===== src/aros_defs.vh =====
// What this block does
// - With the 32.768 kHz crystal a new conversion result is produced every 50.54 ms, a 19.79 Hz update rate.
// - Driving chip select low takes the data output out of high impedance so it is actively driven.
// - The data output changes on the falling edge of the serial clock, in both modes.
// - Chip select returning high releases the data output to high impedance.
// - Once the serial clock returns to its idle level after the last data bit, the data output is driven high.
// - In master mode the serial clock is made from the crystal, each high and low phase half a crystal period.
// - In master mode the first falling serial clock edge comes 0.5 to 1 crystal period after data falls low.
`ifndef AROS_DEFS_VH
`define AROS_DEFS_VH

// ----------------------------------------
// Clock and timing
// ----------------------------------------
`define AROS_CLK_MHZ 50
`define AROS_T_ADC_MS 50.54
// Whole clock count of one conversion period at the system clock, kept integer so no real value reaches a counter
`define AROS_CONV_CYCLES 2527000
`define AROS_CONV_CNT_W 22
`define AROS_LEAD_EDGES 2'h1

// ----------------------------------------
// Data word
// ----------------------------------------
`define AROS_WORD_BITS 24
`define AROS_BIT_CNT_W 5
`define AROS_FIFO_DEPTH 4
`define AROS_FIFO_AW 2

// ----------------------------------------
// Synchroniser lanes
// ----------------------------------------
`define AROS_SYN_W 4
`define AROS_SYN_XTAL 0
`define AROS_SYN_SCLK 1
`define AROS_SYN_CSN 2
`define AROS_SYN_MODE 3
`define AROS_SYN_IDLE 4'hf

`endif


===== src/aros_top.v =====
`timescale 1ns/1ps
`default_nettype none
`include "aros_defs.vh"

module aros_top #(
   parameter integer CONV_CYCLES = `AROS_CONV_CYCLES,
   parameter WORD_BITS = `AROS_WORD_BITS,
   parameter FIFO_DEPTH = `AROS_FIFO_DEPTH
) (
   input wire CLK_SYS,
   input wire RESETN,
   input wire CS_N,
   input wire SCLK_I,
   output wire SCLK_O,
   output wire SCLK_OE,
   input wire MODE_MASTER,
   input wire CRYSTAL_INPUT,
   input wire [WORD_BITS-1:0] RESULT_DATA,
   input wire RESULT_VALID,
   output wire RESULT_READY,
   output wire DOUT_O,
   output wire DOUT_OE,
   output wire CONV_TICK
);

   localparam ST_IDLE = 2'h0;
   localparam ST_READY = 2'h1;
   localparam ST_SHIFT = 2'h2;
   localparam integer CONV_LAST_I = CONV_CYCLES - 1;
   localparam integer LAST_BIT_I = WORD_BITS;
   localparam [`AROS_CONV_CNT_W-1:0] CONV_LAST = CONV_LAST_I[`AROS_CONV_CNT_W-1:0];
   localparam [`AROS_BIT_CNT_W-1:0] LAST_BIT = LAST_BIT_I[`AROS_BIT_CNT_W-1:0];

   // ----------------------------------------
   // Input synchronisers
   // ----------------------------------------
   reg [`AROS_SYN_W-1:0] sync1_reg;
   reg [`AROS_SYN_W-1:0] sync2_reg;
   reg [`AROS_SYN_W-1:0] prev_reg;
   wire [`AROS_SYN_W-1:0] pins;

   assign pins = {MODE_MASTER, CS_N, SCLK_I, CRYSTAL_INPUT};

   always @(posedge CLK_SYS or negedge RESETN) begin
      if (!RESETN) begin
         sync1_reg <= `AROS_SYN_IDLE;
         sync2_reg <= `AROS_SYN_IDLE;
         prev_reg <= `AROS_SYN_IDLE;
      end else begin
         sync1_reg <= pins;
         sync2_reg <= sync1_reg;
         prev_reg <= sync2_reg;
      end
   end

   wire xtal_edge = sync2_reg[`AROS_SYN_XTAL] ^ prev_reg[`AROS_SYN_XTAL];
   wire sclk_in_fall = prev_reg[`AROS_SYN_SCLK] && !sync2_reg[`AROS_SYN_SCLK];
   wire sclk_in_rise = !prev_reg[`AROS_SYN_SCLK] && sync2_reg[`AROS_SYN_SCLK];
   wire cs_low = !sync2_reg[`AROS_SYN_CSN];

   // ----------------------------------------
   // Mode strap capture
   // ----------------------------------------
   // The strap is read once, after the synchroniser has filled, so a pin that moves later is ignored
   reg [1:0] strap_wait_reg;
   reg master_reg;

   always @(posedge CLK_SYS or negedge RESETN) begin
      if (!RESETN) begin
         strap_wait_reg <= 2'h0;
         master_reg <= 1'b0;
      end else if (strap_wait_reg != 2'h3) begin
         strap_wait_reg <= strap_wait_reg + 2'h1;
         if (strap_wait_reg == 2'h2) begin
            master_reg <= sync2_reg[`AROS_SYN_MODE];
         end
      end
   end

   wire strap_done = (strap_wait_reg == 2'h3);

   // ----------------------------------------
   // Conversion rate timer
   // ----------------------------------------
   reg [`AROS_CONV_CNT_W-1:0] conv_cnt_reg;
   reg tick_reg;

   always @(posedge CLK_SYS or negedge RESETN) begin
      if (!RESETN) begin
         conv_cnt_reg <= {`AROS_CONV_CNT_W{1'b0}};
         tick_reg <= 1'b0;
      end else if (conv_cnt_reg == CONV_LAST) begin
         conv_cnt_reg <= {`AROS_CONV_CNT_W{1'b0}};
         tick_reg <= 1'b1;
      end else begin
         conv_cnt_reg <= conv_cnt_reg + 1'b1;
         tick_reg <= 1'b0;
      end
   end

   // ----------------------------------------
   // Result buffer
   // ----------------------------------------
   // Drained only at the update rate, so a fast source fills it and is stalled by RESULT_READY
   wire [WORD_BITS-1:0] fifo_data;
   wire fifo_valid;
   wire fifo_pop;
   wire fifo_ready;

   aros_fifo #(
      .WIDTH(WORD_BITS),
      .DEPTH(FIFO_DEPTH),
      .AW(`AROS_FIFO_AW)
   ) u_fifo (
      .clk(CLK_SYS),
      .rst_n(RESETN),
      .in_data(RESULT_DATA),
      .in_valid(RESULT_VALID),
      .in_ready(fifo_ready),
      .out_data(fifo_data),
      .out_valid(fifo_valid),
      .out_ready(fifo_pop)
   );

   assign RESULT_READY = fifo_ready;

   // ----------------------------------------
   // Serial output engine
   // ----------------------------------------
   reg [1:0] state_reg;
   reg [WORD_BITS-1:0] shift_reg;
   reg [`AROS_BIT_CNT_W-1:0] bit_cnt_reg;
   reg [1:0] lead_cnt_reg;
   reg dout_reg;
   reg dout_oe_reg;
   reg sclk_reg;
   reg sclk_oe_reg;

   wire loadable = (state_reg != ST_SHIFT) && strap_done;
   // A word waiting in the buffer is taken only while no frame is being shifted
   assign fifo_pop = tick_reg && fifo_valid && loadable;

   wire lead_done = (lead_cnt_reg == `AROS_LEAD_EDGES);
   wire m_run = master_reg && cs_low;
   wire m_fall = m_run && xtal_edge && sclk_reg &&
                 ((state_reg == ST_SHIFT) || ((state_reg == ST_READY) && lead_done));
   wire m_rise = m_run && xtal_edge && !sclk_reg && (state_reg == ST_SHIFT);
   wire fall_ev = master_reg ? m_fall : (cs_low && sclk_in_fall);
   wire rise_ev = master_reg ? m_rise : (cs_low && sclk_in_rise);

   always @(posedge CLK_SYS or negedge RESETN) begin
      if (!RESETN) begin
         state_reg <= ST_IDLE;
         shift_reg <= {WORD_BITS{1'b0}};
         bit_cnt_reg <= {`AROS_BIT_CNT_W{1'b0}};
         lead_cnt_reg <= 2'h0;
         dout_reg <= 1'b1;
         dout_oe_reg <= 1'b0;
         sclk_reg <= 1'b1;
         sclk_oe_reg <= 1'b0;
      end else begin
         dout_oe_reg <= cs_low;
         sclk_oe_reg <= master_reg && strap_done;
         if (!cs_low) begin
            // A frame cut short by chip select is dropped; the word is not offered again
            if (state_reg == ST_SHIFT) begin
               state_reg <= ST_IDLE;
            end
            dout_reg <= 1'b1;
            sclk_reg <= 1'b1;
            lead_cnt_reg <= 2'h0;
            if (fifo_pop) begin
               shift_reg <= fifo_data;
               state_reg <= ST_READY;
            end
         end else begin
            case (state_reg)
               ST_IDLE: begin
                  dout_reg <= 1'b1;
                  lead_cnt_reg <= 2'h0;
                  if (fifo_pop) begin
                     shift_reg <= fifo_data;
                     state_reg <= ST_READY;
                  end
               end
               ST_READY: begin
                  dout_reg <= 1'b0;
                  if (fifo_pop) begin
                     shift_reg <= fifo_data;
                  end else if (fall_ev) begin
                     dout_reg <= shift_reg[WORD_BITS-1];
                     shift_reg <= {shift_reg[WORD_BITS-2:0], 1'b0};
                     bit_cnt_reg <= {{(`AROS_BIT_CNT_W-1){1'b0}}, 1'b1};
                     state_reg <= ST_SHIFT;
                     if (master_reg) begin
                        sclk_reg <= 1'b0;
                     end
                  end
                  if (master_reg && xtal_edge && !lead_done) begin
                     lead_cnt_reg <= lead_cnt_reg + 2'h1;
                  end
               end
               ST_SHIFT: begin
                  if (fall_ev) begin
                     if (bit_cnt_reg != LAST_BIT) begin
                        dout_reg <= shift_reg[WORD_BITS-1];
                        shift_reg <= {shift_reg[WORD_BITS-2:0], 1'b0};
                        bit_cnt_reg <= bit_cnt_reg + 1'b1;
                     end
                     if (master_reg) begin
                        sclk_reg <= 1'b0;
                     end
                  end else if (rise_ev) begin
                     if (master_reg) begin
                        sclk_reg <= 1'b1;
                     end
                     if (bit_cnt_reg == LAST_BIT) begin
                        dout_reg <= 1'b1;
                        state_reg <= ST_IDLE;
                        lead_cnt_reg <= 2'h0;
                     end
                  end
               end
               default: begin
                  state_reg <= ST_IDLE;
                  dout_reg <= 1'b1;
               end
            endcase
         end
      end
   end

   // Master clock stops high between frames so the host sees no stray falling edge
   assign DOUT_O = dout_reg;
   assign DOUT_OE = dout_oe_reg;
   assign SCLK_O = sclk_reg;
   assign SCLK_OE = sclk_oe_reg;
   assign CONV_TICK = tick_reg;

endmodule

`default_nettype wire


===== src/aros_fifo.v =====
`timescale 1ns/1ps
`default_nettype none

module aros_fifo #(
   parameter WIDTH = 24,
   parameter DEPTH = 4,
   parameter AW = 2
) (
   input wire clk,
   input wire rst_n,
   input wire [WIDTH-1:0] in_data,
   input wire in_valid,
   output reg in_ready,
   output wire [WIDTH-1:0] out_data,
   output wire out_valid,
   input wire out_ready
);

   reg [WIDTH-1:0] mem [0:DEPTH-1];
   reg [AW-1:0] wr_ptr_reg;
   reg [AW-1:0] rd_ptr_reg;
   reg [AW:0] count_reg;
   reg [AW:0] count_next;
   wire push;
   wire pop;

   // ----------------------------------------
   // Flow control
   // ----------------------------------------
   assign push = in_valid && in_ready;
   assign pop = out_valid && out_ready;
   assign out_valid = (count_reg != {(AW+1){1'b0}});
   assign out_data = mem[rd_ptr_reg];

   always @* begin
      count_next = count_reg;
      if (push && !pop) begin
         count_next = count_reg + 1'b1;
      end else if (pop && !push) begin
         count_next = count_reg - 1'b1;
      end
   end

   function [AW-1:0] wrap_inc;
      input [AW-1:0] p;
      begin
         if (p == DEPTH - 1) begin
            wrap_inc = {AW{1'b0}};
         end else begin
            wrap_inc = p + 1'b1;
         end
      end
   endfunction

   always @(posedge clk) begin
      if (push) begin
         mem[wr_ptr_reg] <= in_data;
      end
   end

   // Ready is registered so the source sees a clean flop, one word of slack is never needed
   always @(posedge clk or negedge rst_n) begin
      if (!rst_n) begin
         wr_ptr_reg <= {AW{1'b0}};
         rd_ptr_reg <= {AW{1'b0}};
         count_reg <= {(AW+1){1'b0}};
         in_ready <= 1'b0;
      end else begin
         if (push) begin
            wr_ptr_reg <= wrap_inc(wr_ptr_reg);
         end
         if (pop) begin
            rd_ptr_reg <= wrap_inc(rd_ptr_reg);
         end
         count_reg <= count_next;
         in_ready <= (count_next != DEPTH);
      end
   end

endmodule

`default_nettype wire


===== config.mk =====
export PLATFORM = sky130hd
export DESIGN_NAME = aros_top
export DESIGN_NICKNAME = d
export VERILOG_FILES = /design/src/aros_top.v /design/src/aros_fifo.v
export VERILOG_INCLUDE_DIRS = /design/src /design/src/src
export SDC_FILE = /design/constraint.sdc
export NUM_CORES = 1
export LEC_CHECK = 0
export BUFFER_PORTS_ARGS = -buffer_cell sky130_fd_sc_hd__buf_2
export CORE_ASPECT_RATIO = 1.25
export CORE_MARGIN = 2
export CORE_UTILIZATION = 60
export CTS_CLUSTER_SIZE = 10
export DETAILED_ROUTE_END_ITERATION = 8
export GPL_TIMING_DRIVEN = 1
export PLACE_DENSITY = 0.78
export SYNTH_ARGS = -nofsm -noshare
export SYNTH_HDL_FRONTEND = slang
export SYNTH_HIERARCHICAL = 1
export SYNTH_SLANG_ARGS = --single-unit

===== constraint.sdc =====
create_clock -name CLK_SYS -period 2.6 [get_ports CLK_SYS]
set_input_delay 0.39 -clock CLK_SYS [delete_from_list [all_inputs] [get_ports CLK_SYS]]
set_output_delay 0.39 -clock CLK_SYS [all_outputs]
set_load 0.005 [all_outputs]

After elaboration in Yosys (flattened, before gate mapping):

Memory sizes are Yosys's and may differ from the RTL's.
Cells that the tools add are included.
W data, S select, Z words.

* output and inout bits: 6
* register bits: 81
* RAM bits: 96
* bits in latches: 0
* ROM bits: 0
* memories: 1

* magnitude comparators: 0
* multiplexer cells: 51
* reduce and logical (&&, ||, !) cells: 41
* bitwise gates (word level): 2
* div/mod/pow operators: 0
* add/subtract/negate cells: 8
* multipliers: 0
* equal/unequal tests: 32
* shift-type cells: 0

Memory list
* u_fifo.mem: depth 4, bits a word 24, read ports 1, clocked after Yosys merged registers in 0, write ports 1, line aros_fifo.v:19 `reg [WIDTH-1:0] mem [0:DEPTH-1];`

Operators by type and width (count)
* $mux W24: 6
* $pmux W24 S3: 1
* $mux W2: 13
* $add A22 B1 Y22 const B: 1
* $eq A22 B22 Y1 const B: 1
* $mux W22: 1
* $logic_and A1 B1 Y1: 21
* $mux W5: 4
* $mux W1: 19
* $ne A3 B3 Y1 const B: 6
* $ne A3 B2 Y1 const B: 4
* $ne A4 B3 Y1 const B: 3
* $pmux W2 S3: 2
* $eq A2 B2 Y1 const B: 5
* $ne A2 B2 Y1 const B: 5
* $pmux W5 S2: 1
* $reduce_and A5 Y1: 2
* $add A2 B1 Y2 const B: 4
* $ne A4 B4 Y1 const B: 2
* $logic_not A1 Y1: 7
* $reduce_and A7 Y1: 1
* $mux W3: 2
* $reduce_and A6 Y1: 1
* $reduce_bool A3 Y1: 2
* other kinds (18): 20

Longest topological paths before layout:

Gate-level depths: netlist (run 1).

* word-level depth: 10
* gate-level depth with buffers: 11
* mapped depth without buffers: 9

Cells and area by module:

Netlist (run 1), hierarchy kept.

Modules (own cells, without submodules)
* aros_fifo: cells an instance 180, area an instance 4060.1 um^2, instances 1
* aros_top: cells an instance 388, area an instance 3811.2 um^2, instances 1

Worst setup path after synthesis (run 1):

No wires, ideal clock.

* path type: reg2reg
* start: register state_reg[1]
* end: register shift_reg[10]
* path buffers: 2
* stages on the path, launching flop included: 10
* data required time: 2479 ps
* period minus slack after synthesis: 2116 ps
* data arrival time: 1994 ps
* path slack: 484 ps
* cell sequence: dfrtp_1 inv_1 ha_1 buf_2 or4_4 a21boi_1 nand3_1 nand2_2 buf_2 o22a_1

* word-level cells in the longest chain between the ends: 7
* elaborated cells on any way between the ends: 19

RTL lines
* start, declared: line aros_top.v:130 `reg [1:0] state_reg;`
* start signal, assigned: line aros_top.v:153 `state_reg <= ST_IDLE;`
* start signal, assigned: line aros_top.v:167 `state_reg <= ST_IDLE;`
* start signal, assigned: line aros_top.v:174 `state_reg <= ST_READY;`
* $eq A2 B1 Y1: line aros_top.v:146, aros_top.v:177
* $logic_and A1 B1 Y1: line aros_top.v:146 `((state_reg == ST_SHIFT) || ((state_reg == ST_READY) && lead_done));`
* $logic_or A1 B1 Y1: line aros_top.v:146
* $logic_and A1 B1 Y1: line aros_top.v:145 `wire m_fall = m_run && xtal_edge && sclk_reg &&`
* $mux W1: line aros_top.v:148 `wire fall_ev = master_reg ? m_fall : (cs_low && sclk_in_fall);`
* $ne A4 B3 Y1 (no source line) / $ne A3 B3 Y1 (equally long branches)
* $reduce_and A4 Y1 (no source line)
* end signal, assigned: line aros_top.v:154 `shift_reg <= {WORD_BITS{1'b0}};`
* end signal, assigned: line aros_top.v:173 `shift_reg <= fifo_data;`
* end signal, assigned: line aros_top.v:182 `shift_reg <= fifo_data;`
* end, declared: line aros_top.v:131 `reg [WORD_BITS-1:0] shift_reg;`

Parallel ways exist; a longest one is shown, timed or not.
A chain may end at the register's enable or synchronous reset.

Worst setup path in the final report (run 1):

* start: register u_fifo.count_reg[0]
* end: register shift_reg[22]

* word-level cells in the longest chain between the ends: 6
* elaborated cells on any way between the ends: 9

RTL lines
* start, declared: line aros_fifo.v:22 `reg [AW:0] count_reg;`
* start signal, assigned: line aros_fifo.v:66 `count_reg <= {(AW+1){1'b0}};`
* start signal, assigned: line aros_fifo.v:75 `count_reg <= count_next;`
* $reduce_bool A3 Y1 (*): line aros_fifo.v:32 `assign out_valid = (count_reg != {(AW+1){1'b0}});`
* named net fifo_valid: line aros_top.v:106 `wire fifo_valid;`
* $logic_and A1 B1 Y1 (*) (2 in a row): line aros_top.v:141 `assign fifo_pop = tick_reg && fifo_valid && loadable;`
* $mux W24, on equally long branches
* $pmux W24 S3: line aros_top.v:177 `case (state_reg)`
* $mux W24: line aros_top.v:164 `if (!cs_low) begin`
* end signal, assigned: line aros_top.v:182
* end signal, assigned: line aros_top.v:189 `shift_reg <= fifo_data;`
* end signal, assigned: line aros_top.v:192 `shift_reg <= {shift_reg[WORD_BITS-2:0], 1'b0};`

Mark *: on every way through the listed nets, which the timed path passes. The rest lies on a longest branch.

==> results of run 1 <==
final cells by class:
type                            count  area share (%)
Clock buffer                       18            4.87
Inverter                           17           0.723
Clock inverter                     14            1.73
Tap cell                          168            2.38
Sequential cell                   177            55.8
Multi-Input combinational cell    344            30.7
Timing Repair Buffer               54            3.77
stage by stage:
step	std cells	util [%]	hold WS [ns]	setup slack, ns
6_report	792	69.0	0.0605	0.265
5_1_grt	792	69.0	0.0435	0.105
4_1_cts	792	69.0	0.0494	0.164
3_5_place_dp	759	64.3	0.347	0.201
3_3_place_gp	759	64.3	0.351	0.261
2_1_floorplan	568	-	0.0944	0.484
power groups by stage:
stage | Combinational, W | Sequential (W) | Clock, W
finish | 0.00155 | 0.00389 | 0.00250
global placement | 0.00145 | 0.00389 | 0
CTS | 0.00156 | 0.00389 | 0.00255
detailed placement | 0.00154 | 0.00394 | 0
global route | 0.00173 | 0.00395 | 0.00265
floorplan | 0.00114 | 0.00385 | 0
routing by layer:
| layer | wire [um] | vias up | GRT usage [%] |
|---|---|---|---|
| li1 | - | 2229 | - |
| met1 | 6190 | 2424 | 29.0 |
| met2 | 7750 | 124 | 38.4 |
| met3 | 616 | 19 | 5.29 |
| met4 | 195 | 0 | 7.22 |
| met5 | 0 | - | 0 |
logic make-up after synthesis:
group	after synthesis	synth area share (%)
flip-flops	177	62.6
AND/OR/NAND/NOR	163	11.5
AO/OA/AOI/OAI	110	9.74
buffers and inverters	47	3.13
multiplexers	30	7.69
XOR/XNOR	24	2.67
adder cells (fa/ha/maj)	17	2.70
cells in the mapped netlist (3+ instances only):
library cell / n
nand4b_1: 3
and3_1: 11
nor4b_1: 4
nand2_1: 39
edfxtp_1: 96
nand3_1: 20
buf_2: 12
dfrtp_1: 69
xnor2_1: 11
a21oi_1: 7
nor3_1: 6
o22a_1: 22
mux4_2: 24
nor2b_1: 5
dfstp_2: 12
and4b_1: 3
inv_1: 17
ha_1: 17
o211ai_1: 3
buf_6: 3
clkbuf_1: 13
or3_1: 22
nand4_1: 8
a31oi_1: 3
xor2_1: 13
nor2_1: 24
o21ai_0: 50
repair_timing:
action / CTS / global route
hold buffers: 1 / 0
endpoints found under the hold margin: 32 / 0
setup buffers: 0 / 0
gates resized for setup: 0 / 2
endpoints found under the setup margin: 0 / 11
worst max path at each step:
| stage | cells past startpoint | to | slack (ns) | from |
|---|---|---|---|---|
| after detailed placement | 7 | shift_reg[14] | 0.20 | state_reg[1] |
| final | 9 | shift_reg[22] | 0.26 | u_fifo/count_reg[0] |
| after global routing | 9 | shift_reg[16] | 0.10 | u_fifo/count_reg[0] |
| after floorplan | 9 | shift_reg[10] | 0.48 | state_reg[1] |
| after CTS | 7 | shift_reg[4] | 0.16 | state_reg[1] |
| after global placement | 6 | shift_reg[7] | 0.26 | state_reg[1] |
==> metrics.txt, run 1 <==
# TYPE chip_impl_metric gauge
chip_impl_info{name="crit_path_end_kind",value="flop"} 1
chip_impl_info{name="final_cell_mix",value="edfxtp_1, dfrtp_1, o21ai_0"} 1
chip_impl_metric{name="critical_path_arrival",unit="ns"} 2.65
chip_impl_info{name="commonest_non_fill_non_tap_cell_in_the_layout",value="edfxtp_1"} 1
chip_impl_metric{name="clk_latency_worst_skew_pair",unit="ns"} 0.43
chip_impl_info{name="synth_top_cells_by_area",value="edfxtp_1, dfrtp_1, mux4_2"} 1
chip_impl_metric{name="vias_per_cell",unit=""} 6.06
chip_impl_metric{name="io_pins",unit=""} 37
chip_impl_metric{name="fmax",unit="GHz"} 0.428
chip_impl_metric{name="nNetsFinal",unit=""} 659
chip_impl_metric{name="post-route-min-period",unit="ns"} 2.34
chip_impl_metric{name="sequential_cell_area",unit="um^2"} 4920
chip_impl_info{name="cts-root-buf",value="clkbuf_16"} 1
chip_impl_metric{name="antenna_cells_inserted",unit=""} 0
chip_impl_metric{name="pin_count_of_the_biggest_net_entering_global_routing",unit=""} 45
chip_impl_info{name="unrepaired_setup_endpoints_after_global_routing",value="no"} 1
chip_impl_info{name="synth_top_cell_by_area",value="edfxtp_1"} 1
chip_impl_metric{name="crit_path_max_fanout",unit=""} 23
chip_impl_metric{name="ys_ff_latch",unit=""} 177
chip_impl_metric{name="tightestPinTransition",unit="ns"} 0.828
chip_impl_metric{name="drt_iter0_drc",unit=""} 427
chip_impl_metric{name="power.ir.vdd_worst",unit="V"} 0.000596
chip_impl_metric{name="row_count",unit=""} 46
chip_impl_metric{name="post_dp_cell_area",unit="um^2"} 8220
chip_impl_metric{name="dr.pass1.iters",unit=""} 4
chip_impl_metric{name="number_of_antenna_violations_at_the_first_check_in_global_routing",unit=""} 0
chip_impl_metric{name="fill_cells",unit=""} 875
chip_impl_metric{name="power_per_cell_area",unit="nW/um^2"} 901
chip_impl_metric{name="finish.instance_area",unit="um^2"} 8820
chip_impl_metric{name="grtUsageTotal",unit="%"} 22.6
chip_impl_metric{name="synthesis.area_per_instance",unit="um^2"} 13.9
chip_impl_metric{name="power.total",unit="W"} 0.00794
chip_impl_info{name="hp-start",value="MODE_MASTER"} 1
chip_impl_metric{name="route.final.wire_length",unit="um"} 14800
chip_impl_metric{name="final_hold_viol_count",unit=""} 0
chip_impl_metric{name="post-synth-top-area-fraction",unit="%"} 36.6
chip_impl_metric{name="mappedNetlistNets",unit=""} 616
chip_impl_metric{name="syn_to_final_growth",unit="%"} 12.1
chip_impl_metric{name="dieWidth",unit="um"} 106
chip_impl_metric{name="slew_headroom",unit="%"} 44.7
chip_impl_info{name="postSynth.topFlopCell",value="edfxtp_1"} 1
chip_impl_metric{name="grt_overflow_total",unit=""} 0
chip_impl_metric{name="power.switching_fraction",unit="%"} 28.1
chip_impl_metric{name="synth_enable_flop_cells",unit=""} 96
chip_impl_info{name="critPathKind",value="flop to flop"} 1
chip_impl_metric{name="timing.reg2reg.setup_slack",unit="ns"} 0.26
chip_impl_metric{name="largest_register_ff_count",unit=""} 96
chip_impl_info{name="cells_traversed_along_the_worst_timing_path",value="inv_1 -> ha_1 -> nand2b_2 -> nand4b_1 -> inv_1 -> buf_4 -> o31ai_2 -> nand2_4 -> o22a_1"} 1
chip_impl_metric{name="routability_congestion",unit=""} 0.859
chip_impl_metric{name="grt_pass1_wl",unit="um"} 24800
chip_impl_metric{name="maxCapViolations",unit=""} 0
chip_impl_metric{name="worst_ep_required_time",unit="ns"} 2.91
chip_impl_metric{name="cts.htree.levels",unit=""} 4
chip_impl_metric{name="min_path_cells",unit=""} 1
chip_impl_metric{name="total_leakage_power",unit="nW"} 3.36
chip_impl_metric{name="power.switching",unit="W"} 0.00223
chip_impl_metric{name="cp_num_buf_inv",unit=""} 3
chip_impl_metric{name="cpPeakStageDelay",unit="ns"} 0.43
chip_impl_metric{name="finalSetupViolations",unit=""} 0
chip_impl_metric{name="clock-sinks",unit=""} 177
chip_impl_metric{name="fp.coreArea",unit="um^2"} 12800
chip_impl_info{name="r2r_end",value="shift_reg[22]"} 1
chip_impl_metric{name="clockBufferDepth",unit=""} 2
chip_impl_metric{name="synthArstFlopShare",unit="%"} 45.8
chip_impl_metric{name="die-area",unit="um^2"} 14100
chip_impl_metric{name="timing.final.max_slew_violations",unit=""} 0
chip_impl_info{name="regToRegStartpoint",value="u_fifo/count_reg[0]"} 1
chip_impl_info{name="worst_path_most_repeated_cell",value="inv_1"} 1
chip_impl_metric{name="cts.reportedPaths.clkPinSlew",unit="ns"} 0.07
chip_impl_metric{name="multiInputGateArea",unit="um^2"} 2710
chip_impl_metric{name="fp.dieH",unit="um"} 132
chip_impl_metric{name="tns",unit="ns"} 0
chip_impl_metric{name="comb_power_share",unit="%"} 19.5
chip_impl_metric{name="postRouteAntennaNets",unit=""} 0
chip_impl_metric{name="first_global_vias",unit=""} 5014
chip_impl_metric{name="starting_density_of_the_core",unit="%"} 61.6
chip_impl_metric{name="drive_gt1_share",unit="%"} 22.0
chip_impl_metric{name="numPortBuffers",unit=""} 36
chip_impl_metric{name="synthesis.area",unit="um^2"} 7870
chip_impl_metric{name="worstRegToRegCells",unit=""} 9
chip_impl_metric{name="post_synth_inst_count",unit=""} 568
chip_impl_metric{name="power.internal",unit="W"} 0.00571
chip_impl_info{name="path_delay_family",value="compound AO/OA/AOI/OAI gates"} 1
chip_impl_info{name="cp-start-kind",value="flop"} 1
chip_impl_info{name="timing.critical_path.slowest_stage_cell",value="dfrtp_1"} 1
chip_impl_metric{name="sequential_share_of_power",unit="%"} 49.0
chip_impl_metric{name="drc",unit=""} 0
chip_impl_info{name="outcome",value="complete, no violations"} 1
chip_impl_info{name="hp-class",value="input port to flop"} 1
chip_impl_metric{name="yosysWarnings",unit=""} 6
chip_impl_info{name="worst_hold_path.endpoint",value="sync1_reg[3]"} 1
chip_impl_metric{name="via_count",unit=""} 4796
chip_impl_metric{name="average_detailed_routed_wire_length_per_instance",unit="um"} 18.6
chip_impl_info{name="cts_tree",value="done"} 1
chip_impl_metric{name="cts_buffers",unit=""} 17
chip_impl_metric{name="power.clock.fraction",unit="%"} 31.5
chip_impl_metric{name="seq_area_frac_synth",unit="%"} 62.6
chip_impl_metric{name="netlist-cell-type-count",unit=""} 66
chip_impl_metric{name="post-route-period-util",unit="%"} 89.8
chip_impl_metric{name="place.detailed.hpwl",unit="um"} 9260
chip_impl_metric{name="fin_worst_skew",unit="ns"} 0.00619
Note: power is estimated with default switching activity, not from simulation.
==> run 2: changes to the inputs <==
--- a/config.mk
+++ b/config.mk
@@ -16,5 +16,4 @@
 export PLACE_DENSITY = 0.78
 export SYNTH_ARGS = -nofsm -noshare
 export SYNTH_HDL_FRONTEND = slang
-export SYNTH_HIERARCHICAL = 1
 export SYNTH_SLANG_ARGS = --single-unit
==> run 2 against run 1 <==
  * Cell count up 0.63%
  * Combinational power decreased by 28%
  * Clock-buffer cell count fell by 1
  * Total power down 6.7%
  * Final area rose by 0.65%
  * Global-route usage rose by 1.3 points
  * Maximum frequency fell by 2.1%
==> metrics.txt, run 2 <==
# TYPE chip_impl_metric gauge
chip_impl_metric{name="drc",unit=""} 0
chip_impl_info{name="worst_hold_path.endpoint",value="sync1_reg[0]"} 1
chip_impl_metric{name="final_util",unit="%"} 69.8
chip_impl_metric{name="tightestPinTransition",unit="ns"} 0.744
chip_impl_metric{name="yosysWarnings",unit=""} 0
chip_impl_metric{name="synth_enable_flop_cells",unit=""} 96
chip_impl_info{name="path_delay_family",value="simple AND/OR/NAND/NOR gates"} 1
chip_impl_metric{name="finish.instance_area",unit="um^2"} 8880
chip_impl_metric{name="cts_buffers",unit=""} 17
chip_impl_metric{name="min_path_cells",unit=""} 1
chip_impl_metric{name="average_detailed_routed_wire_length_per_instance",unit="um"} 19.3
chip_impl_metric{name="worst_ep_required_time",unit="ns"} 2.97
chip_impl_info{name="r2r_end",value="shift_reg[3]"} 1
chip_impl_metric{name="grt_pass1_wl",unit="um"} 25900
chip_impl_metric{name="final_hold_viol_count",unit=""} 0
chip_impl_metric{name="power_per_cell_area",unit="nW/um^2"} 834
chip_impl_metric{name="post-route-period-util",unit="%"} 91.8
chip_impl_metric{name="postRouteAntennaNets",unit=""} 0
chip_impl_metric{name="route.final.wire_length",unit="um"} 15400
chip_impl_metric{name="grtUsageMet3",unit="%"} 4.27
chip_impl_metric{name="starting_density_of_the_core",unit="%"} 61.5
chip_impl_info{name="postSynth.topFlopCell",value="edfxtp_1"} 1
chip_impl_metric{name="synthesis.area",unit="um^2"} 7830
chip_impl_metric{name="netlist-cell-type-count",unit=""} 62
chip_impl_metric{name="drive_gt1_share",unit="%"} 21.9
chip_impl_metric{name="fp.coreArea",unit="um^2"} 12700
chip_impl_info{name="unrepaired_setup_endpoints_after_global_routing",value="no"} 1
chip_impl_info{name="grt_most_used_layer",value="met2"} 1
chip_impl_metric{name="post-cts-setup-buffers",unit=""} 0
chip_impl_metric{name="post-route-min-period",unit="ns"} 2.39
chip_impl_info{name="final_cell_mix",value="edfxtp_1, dfrtp_1, nand2_1"} 1
chip_impl_info{name="cp-start-kind",value="flop"} 1
chip_impl_metric{name="clock-sinks",unit=""} 177
chip_impl_info{name="regToRegStartpoint",value="state_reg[0]"} 1
chip_impl_metric{name="number_of_antenna_violations_at_the_first_check_in_global_routing",unit=""} 0
chip_impl_metric{name="synth-simple-area-share",unit="%"} 13.0
chip_impl_metric{name="nNetsFinal",unit=""} 664
chip_impl_metric{name="place.detailed.hpwl",unit="um"} 9160
chip_impl_metric{name="mappedNetlistNets",unit=""} 622
chip_impl_info{name="worst_path_most_repeated_cell",value="buf_4"} 1
chip_impl_metric{name="maxCapViolations",unit=""} 0
chip_impl_metric{name="grt_overflow_total",unit=""} 0
chip_impl_info{name="hp-class",value="input port to flop"} 1
chip_impl_metric{name="synth-compound-area-share",unit="%"} 8.25
chip_impl_metric{name="post_synth_inst_count",unit=""} 574
chip_impl_info{name="dominant_combinational_cell_family_by_area_after_synthesis",value="simple AND/OR/NAND/NOR gates"} 1
chip_impl_metric{name="synthArstFlopShare",unit="%"} 45.8
chip_impl_metric{name="post-synth-top-area-fraction",unit="%"} 36.8
chip_impl_metric{name="timing.final.max_slew_violations",unit=""} 0
chip_impl_metric{name="clk_latency_worst_skew_pair",unit="ns"} 0.43
chip_impl_metric{name="via_count",unit=""} 4883
chip_impl_metric{name="synth_xor_xnor_area_share",unit="%"} 2.35
chip_impl_info{name="commonest_non_fill_non_tap_cell_in_the_layout",value="edfxtp_1"} 1
chip_impl_metric{name="fill_cells",unit=""} 826
chip_impl_metric{name="total_leakage_power",unit="nW"} 3.51
chip_impl_info{name="cts_tree",value="done"} 1
chip_impl_metric{name="finalSetupViolations",unit=""} 0
chip_impl_info{name="cts-root-buf",value="clkbuf_16"} 1
chip_impl_metric{name="yosys.area_share.adder",unit="%"} 2.72
chip_impl_info{name="cells_traversed_along_the_worst_timing_path",value="inv_1 -> ha_1 -> nor2b_1 -> buf_4 -> and2_1 -> buf_4 -> nand2_1 -> nand3_1 -> a22o_1"} 1
chip_impl_metric{name="cts.reportedPaths.clkPinSlew",unit="ns"} 0.07
chip_impl_info{name="synth_top_cell_by_area",value="edfxtp_1"} 1
chip_impl_metric{name="grt.met2_usage",unit="%"} 41.0
chip_impl_info{name="hp-start",value="CRYSTAL_INPUT"} 1
chip_impl_metric{name="worst_hold_slack",unit="ns"} 0.0622
chip_impl_metric{name="cpPeakStageDelay",unit="ns"} 0.46
chip_impl_info{name="crit_path_end_kind",value="flop"} 1
chip_impl_info{name="ys_top_cells_by_count",value="edfxtp_1, dfrtp_1, nand2_1, o21ai_0, nand3_1"} 1
chip_impl_info{name="synthMostInstantiatedCell",value="edfxtp_1"} 1
chip_impl_metric{name="worstRegToRegCells",unit=""} 9
chip_impl_metric{name="fmax",unit="GHz"} 0.419
chip_impl_metric{name="final.setup.worst_slack",unit="ns"} 0.213
chip_impl_info{name="critPathKind",value="flop to flop"} 1
chip_impl_metric{name="row_count",unit=""} 46
chip_impl_metric{name="post_synth_mux_area_share",unit="%"} 7.87
chip_impl_metric{name="io_pins",unit=""} 37
chip_impl_metric{name="slew_headroom",unit="%"} 50.0
chip_impl_metric{name="crit_path_max_fanout",unit=""} 25
chip_impl_metric{name="grtUsageTotal",unit="%"} 23.9
chip_impl_metric{name="dr.pass1.iters",unit=""} 5
chip_impl_metric{name="pin_count_of_the_biggest_net_entering_global_routing",unit=""} 48
chip_impl_metric{name="seq_area_frac_synth",unit="%"} 62.9
chip_impl_metric{name="post_dp_cell_area",unit="um^2"} 8210
chip_impl_metric{name="synthesis.area_per_instance",unit="um^2"} 13.6
chip_impl_metric{name="die-area",unit="um^2"} 14000
chip_impl_metric{name="antenna_cells_inserted",unit=""} 0
chip_impl_metric{name="timing.reg2reg.setup_slack",unit="ns"} 0.21
chip_impl_metric{name="syn_to_final_growth",unit="%"} 13.4
chip_impl_metric{name="power.ir.vdd_worst",unit="V"} 0.000692
chip_impl_metric{name="fp.dieH",unit="um"} 132
chip_impl_metric{name="drt_iter0_drc",unit=""} 474
chip_impl_metric{name="largest_register_ff_count",unit=""} 96
chip_impl_metric{name="clockBufferDepth",unit=""} 2
chip_impl_metric{name="ys_ff_latch",unit=""} 177
chip_impl_metric{name="tns",unit="ns"} 0
chip_impl_metric{name="cp_num_buf_inv",unit=""} 3
chip_impl_info{name="outcome",value="complete, no violations"} 1
chip_impl_info{name="timing.critical_path.slowest_stage_cell",value="nor2b_1"} 1
chip_impl_metric{name="first_global_vias",unit=""} 5078
chip_impl_metric{name="dieWidth",unit="um"} 106
chip_impl_metric{name="vias_per_cell",unit=""} 6.13
chip_impl_metric{name="routability_congestion",unit=""} 0.946
chip_impl_metric{name="cts.htree.levels",unit=""} 4
chip_impl_metric{name="fin_worst_skew",unit="ns"} 0.00585
chip_impl_info{name="synth_top_cells_by_area",value="edfxtp_1, dfrtp_1, mux4_2"} 1
chip_impl_metric{name="critical_path_arrival",unit="ns"} 2.75
chip_impl_metric{name="numPortBuffers",unit=""} 36
chip_impl_metric{name="place_ws",unit="ns"} 0.0812
chip_impl_metric{name="routing_usage_on_met1",unit="%"} 30.4
## run 2: changes by cell type in the layout (fill, tap and decap cells not counted), sizes merged, moves of 4 or more
cell	delta
and2	+4
a22o	+23
o22a	-21
nand2	+5
nand4	+20
nor4	+5
a21oi	-5
o21ai	-9
or3	-18
and3	-5
nand3	+18
## run 2: what timing repair did
action	CTS	global route
endpoints found under the setup margin	0	24
hold buffers	1	0
endpoints found under the hold margin	42	0
gates resized for setup	0	2
## run 2: cells by family after synthesis
group	count (synthesis)
compound gates	93
xor+xnor	21
fa+ha+maj	17
buf+inv	48
flops	177
mux	31
simple gates	187
## run 2: power breakdown
part           switching (W)  internal [W]  total, W  leakage, nW
clock network        0.00112       0.00165   0.00277        0.317
logic               0.000735      0.000387   0.00112         1.27
registers           0.000157       0.00336   0.00352         1.92
## run 2: through the flow
step | instances | power (W)
2_1_floorplan | 574 | 0.00430
3_3_place_gp | 764 | 0.00456
3_5_place_dp | 764 | 0.00465
4_1_cts | 797 | 0.00745
5_1_grt | 797 | 0.00771
6_report | 797 | 0.00741
## run 2: worst register-to-register path: cells and delay by family (launching register included)
kind	cells	cell delay, ns
buffers and inverters	3	0.72
AO/OA/AOI/OAI	1	0.14
AND/OR/NAND/NOR	4	0.82
adder cells (fa/ha/maj)	1	0.29
flip-flops	1	0.37
## run 2: worst max path at each step
| stage | cells after the start | startpoint | slack [ns] | to |
|---|---|---|---|---|
| floorplan | 10 | state_reg[0] | 0.45 | shift_reg[4] |
| CTS | 6 | u_fifo.count_reg[0] | 0.01 | shift_reg[12] |
| global route | 9 | state_reg[1] | 0.05 | shift_reg[5] |
| finish | 9 | state_reg[0] | 0.21 | shift_reg[3] |
| detailed placement | 6 | u_fifo.count_reg[0] | 0.08 | shift_reg[8] |
| global placement | 6 | u_fifo.count_reg[0] | 0.21 | shift_reg[6] |
## run 2: final cells by class
cell class	instances	area [um^2]	share of cell area, %
clock buffer	17	425	4.79
clock inverter	15	221	2.49
inverter	16	60.1	0.676
multi-input combinational	349	2700	30.4
sequential	177	4920	55.5
tap	168	210	2.37
timing repair buffer	55	340	3.83
## run 2: per-layer routing
metal	up-vias	part of all wire [%]
met4	0	2.0
li1	2262	-
met1	2456	41
met2	135	53
met3	30	3.6
met5	-	0
==> run 3: changes to the inputs <==
--- a/config.mk
+++ b/config.mk
@@ -6,7 +6,7 @@
 export SDC_FILE = /design/constraint.sdc
 export NUM_CORES = 1
 export LEC_CHECK = 0
-export BUFFER_PORTS_ARGS = -buffer_cell sky130_fd_sc_hd__buf_2
+export BUFFER_PORTS_ARGS = -buffer_cell sky130_fd_sc_hd__buf_4
 export CORE_ASPECT_RATIO = 1.25
 export CORE_MARGIN = 2
 export CORE_UTILIZATION = 60
==> run 3 against run 2 <==
  * First-iteration DRC count increased by 24%
  * Setup slack got worse by 0.037 ns
  * Maximum frequency decreased by 1.5%
  * Core utilization decreased by 0.26 points
  * Combinational power about the same
  * Critical path depth decreased by 3
  * Total power decreased by 5.0%
  * Non-clock buffer count decreased by 3
  * Highest routed layer unchanged
==> metrics.txt, run 3 (synthesis gave the netlist of run 2 again) <==
# TYPE chip_impl_metric gauge
chip_impl_metric{name="tightestPinTransition",unit="ns"} 0.989
chip_impl_metric{name="fmax",unit="GHz"} 0.413
chip_impl_metric{name="crit_path_max_fanout",unit=""} 24
chip_impl_metric{name="worst_hold_slack",unit="ns"} 0.0669
chip_impl_metric{name="drc",unit=""} 0
chip_impl_info{name="cells_traversed_along_the_worst_timing_path",value="inv_1 -> ha_1 -> nor2b_1 -> nor3_1 -> o22ai_4 -> a22o_1"} 1
chip_impl_metric{name="multiInputGateArea",unit="um^2"} 2700
chip_impl_metric{name="first_global_vias",unit=""} 5067
chip_impl_metric{name="timing.final.max_slew_violations",unit=""} 0
chip_impl_info{name="commonest_non_fill_non_tap_cell_in_the_layout",value="edfxtp_1"} 1
chip_impl_metric{name="critical_path_arrival",unit="ns"} 2.78
chip_impl_info{name="crit_path_end_kind",value="flop"} 1
chip_impl_metric{name="post-route-period-util",unit="%"} 93.2
chip_impl_metric{name="dr.pass1.iters",unit=""} 5
chip_impl_metric{name="fp.dieH",unit="um"} 132
chip_impl_metric{name="starting_density_of_the_core",unit="%"} 61.5
chip_impl_metric{name="routability_congestion",unit=""} 0.873
chip_impl_metric{name="postRouteAntennaNets",unit=""} 0
chip_impl_info{name="critPathKind",value="flop to flop"} 1
chip_impl_metric{name="place.detailed.hpwl",unit="um"} 9280
chip_impl_metric{name="nNetsFinal",unit=""} 661
chip_impl_metric{name="slew_headroom",unit="%"} 34.1
chip_impl_metric{name="antenna_cells_inserted",unit=""} 0
chip_impl_metric{name="post_dp_cell_area",unit="um^2"} 8270
chip_impl_metric{name="clk_latency_worst_skew_pair",unit="ns"} 0.43
chip_impl_metric{name="pin_count_of_the_biggest_net_entering_global_routing",unit=""} 82
chip_impl_metric{name="clock-sinks",unit=""} 177
chip_impl_metric{name="cpPeakStageDelay",unit="ns"} 0.60
chip_impl_info{name="timing.critical_path.slowest_stage_cell",value="o22ai_4"} 1
chip_impl_metric{name="post-route-min-period",unit="ns"} 2.42
chip_impl_metric{name="worstRegToRegCells",unit=""} 6
chip_impl_metric{name="cts_buffers",unit=""} 17
chip_impl_metric{name="grt_pass1_wl",unit="um"} 25200
chip_impl_info{name="final_cell_mix",value="edfxtp_1, dfrtp_1, buf_4"} 1
chip_impl_metric{name="finalSetupViolations",unit=""} 0
chip_impl_metric{name="number_of_antenna_violations_at_the_first_check_in_global_routing",unit=""} 0
chip_impl_metric{name="grt_overflow_total",unit=""} 0
chip_impl_metric{name="final_hold_viol_count",unit=""} 0
chip_impl_metric{name="syn_to_final_growth",unit="%"} 13.0
chip_impl_metric{name="drt_iter0_drc",unit=""} 586
chip_impl_metric{name="power.total",unit="W"} 0.00704
chip_impl_metric{name="row_count",unit=""} 46
chip_impl_metric{name="min_path_cells",unit=""} 1
chip_impl_metric{name="via_count",unit=""} 4991
chip_impl_info{name="unrepaired_setup_endpoints_after_global_routing",value="no"} 1
chip_impl_metric{name="clockBufferDepth",unit=""} 2
chip_impl_metric{name="worst_ep_required_time",unit="ns"} 2.96
chip_impl_info{name="hp-class",value="input port to flop"} 1
chip_impl_metric{name="average_detailed_routed_wire_length_per_instance",unit="um"} 18.6
chip_impl_info{name="outcome",value="complete, no violations"} 1
chip_impl_metric{name="cts.reportedPaths.clkPinSlew",unit="ns"} 0.07
chip_impl_info{name="cts-root-buf",value="clkbuf_16"} 1
chip_impl_metric{name="finish.instance_area",unit="um^2"} 8850
chip_impl_metric{name="dieWidth",unit="um"} 106
chip_impl_metric{name="cts.htree.levels",unit=""} 4
chip_impl_metric{name="grtUsageTotal",unit="%"} 23.0
chip_impl_metric{name="numPortBuffers",unit=""} 36
chip_impl_metric{name="route.final.wire_length",unit="um"} 14700
chip_impl_metric{name="sequential_cell_area",unit="um^2"} 4920
chip_impl_metric{name="tns",unit="ns"} 0
chip_impl_metric{name="io_pins",unit=""} 37
chip_impl_metric{name="power_per_cell_area",unit="nW/um^2"} 796
chip_impl_info{name="cts_tree",value="done"} 1
chip_impl_metric{name="fin_worst_skew",unit="ns"} 0.0148
chip_impl_metric{name="drive_gt1_share",unit="%"} 21.4
chip_impl_info{name="cp-start-kind",value="flop"} 1
chip_impl_metric{name="fill_cells",unit=""} 831
chip_impl_metric{name="power.ir.vdd_worst",unit="V"} 0.000572
chip_impl_metric{name="die-area",unit="um^2"} 14000
chip_impl_metric{name="vias_per_cell",unit=""} 6.29
chip_impl_metric{name="total_leakage_power",unit="nW"} 3.47
chip_impl_metric{name="largest_register_ff_count",unit=""} 96
chip_impl_metric{name="maxCapViolations",unit=""} 0
chip_impl_metric{name="cts-hold-fix-buffers",unit=""} 0
chip_impl_metric{name="fp.coreArea",unit="um^2"} 12700
[run 3: cell type report]
| class | count | area share [%] |
|---|---|---|
| inverter | 16 | 0.679 |
| clock inverter | 13 | 1.43 |
| tap | 168 | 2.38 |
| timing repair buffer | 52 | 4.41 |
| clock buffer | 19 | 4.89 |
| sequential | 177 | 55.7 |
| multi-input combinational | 349 | 30.5 |
[run 3: path summary, 6_finish.rpt]
kind / from / end / slack, ns
worst min-delay path: CRYSTAL_INPUT / sync1_reg[0] / 0.07
worst max-delay path: u_fifo.count_reg[0] / shift_reg[5] / 0.18
worst max register to register: u_fifo.count_reg[0] / shift_reg[5] / 0.18
worst min register to register: sync1_reg[3] / sync2_reg[3] / 0.36
max in group asynchronous: RESETN / shift_reg[9] / 1.83
min in group asynchronous: RESETN / u_fifo.wr_ptr_reg[0] / 0.12
[run 3: per-stage QoR]
step,worst slack [ns],cells,utilization [%]
3_3_place_gp,0.0902,762,65.1
6_report,0.177,794,69.5
3_5_place_dp,-0.0465,762,65.1
2_1_floorplan,0.446,574,-
4_1_cts,0.0861,794,69.5
5_1_grt,0.00787,794,69.5
[run 3: power by group]
part / switching, W / internal [W] / leakage, nW
Sequential: 0.000145 / 0.00336 / 1.92
Clock: 0.00107 / 0.00133 / 0.263
Combinational: 0.000736 / 0.000398 / 1.29
Total: 0.00195 / 0.00509 / 3.47
[run 3: metal layers]
layer	GRT usage (%)	up-vias	share of wire (%)
met5	0	-	0
li1	-	2250	-
met3	4.56	26	4.6
met2	38.1	175	52
met4	9.14	0	1.8
met1	29.8	2540	42
[run 3: worst max-delay path: cells and delay by family, from the launching register on]
kind / cells / cell delay (ns)
compound gates: 2 / 0.86
flops: 1 / 0.43
simple gates: 2 / 0.76
buf+inv: 1 / 0.12
fa+ha+maj: 1 / 0.17
[run 3: what timing repair did]
| item | in CTS | in global routing |
|---|---|---|
| endpoints found under the setup margin | 24 | 24 |
| pin swaps | 0 | 1 |
| setup buffers | 0 | 0 |
| resized for setup | 2 | 2 |
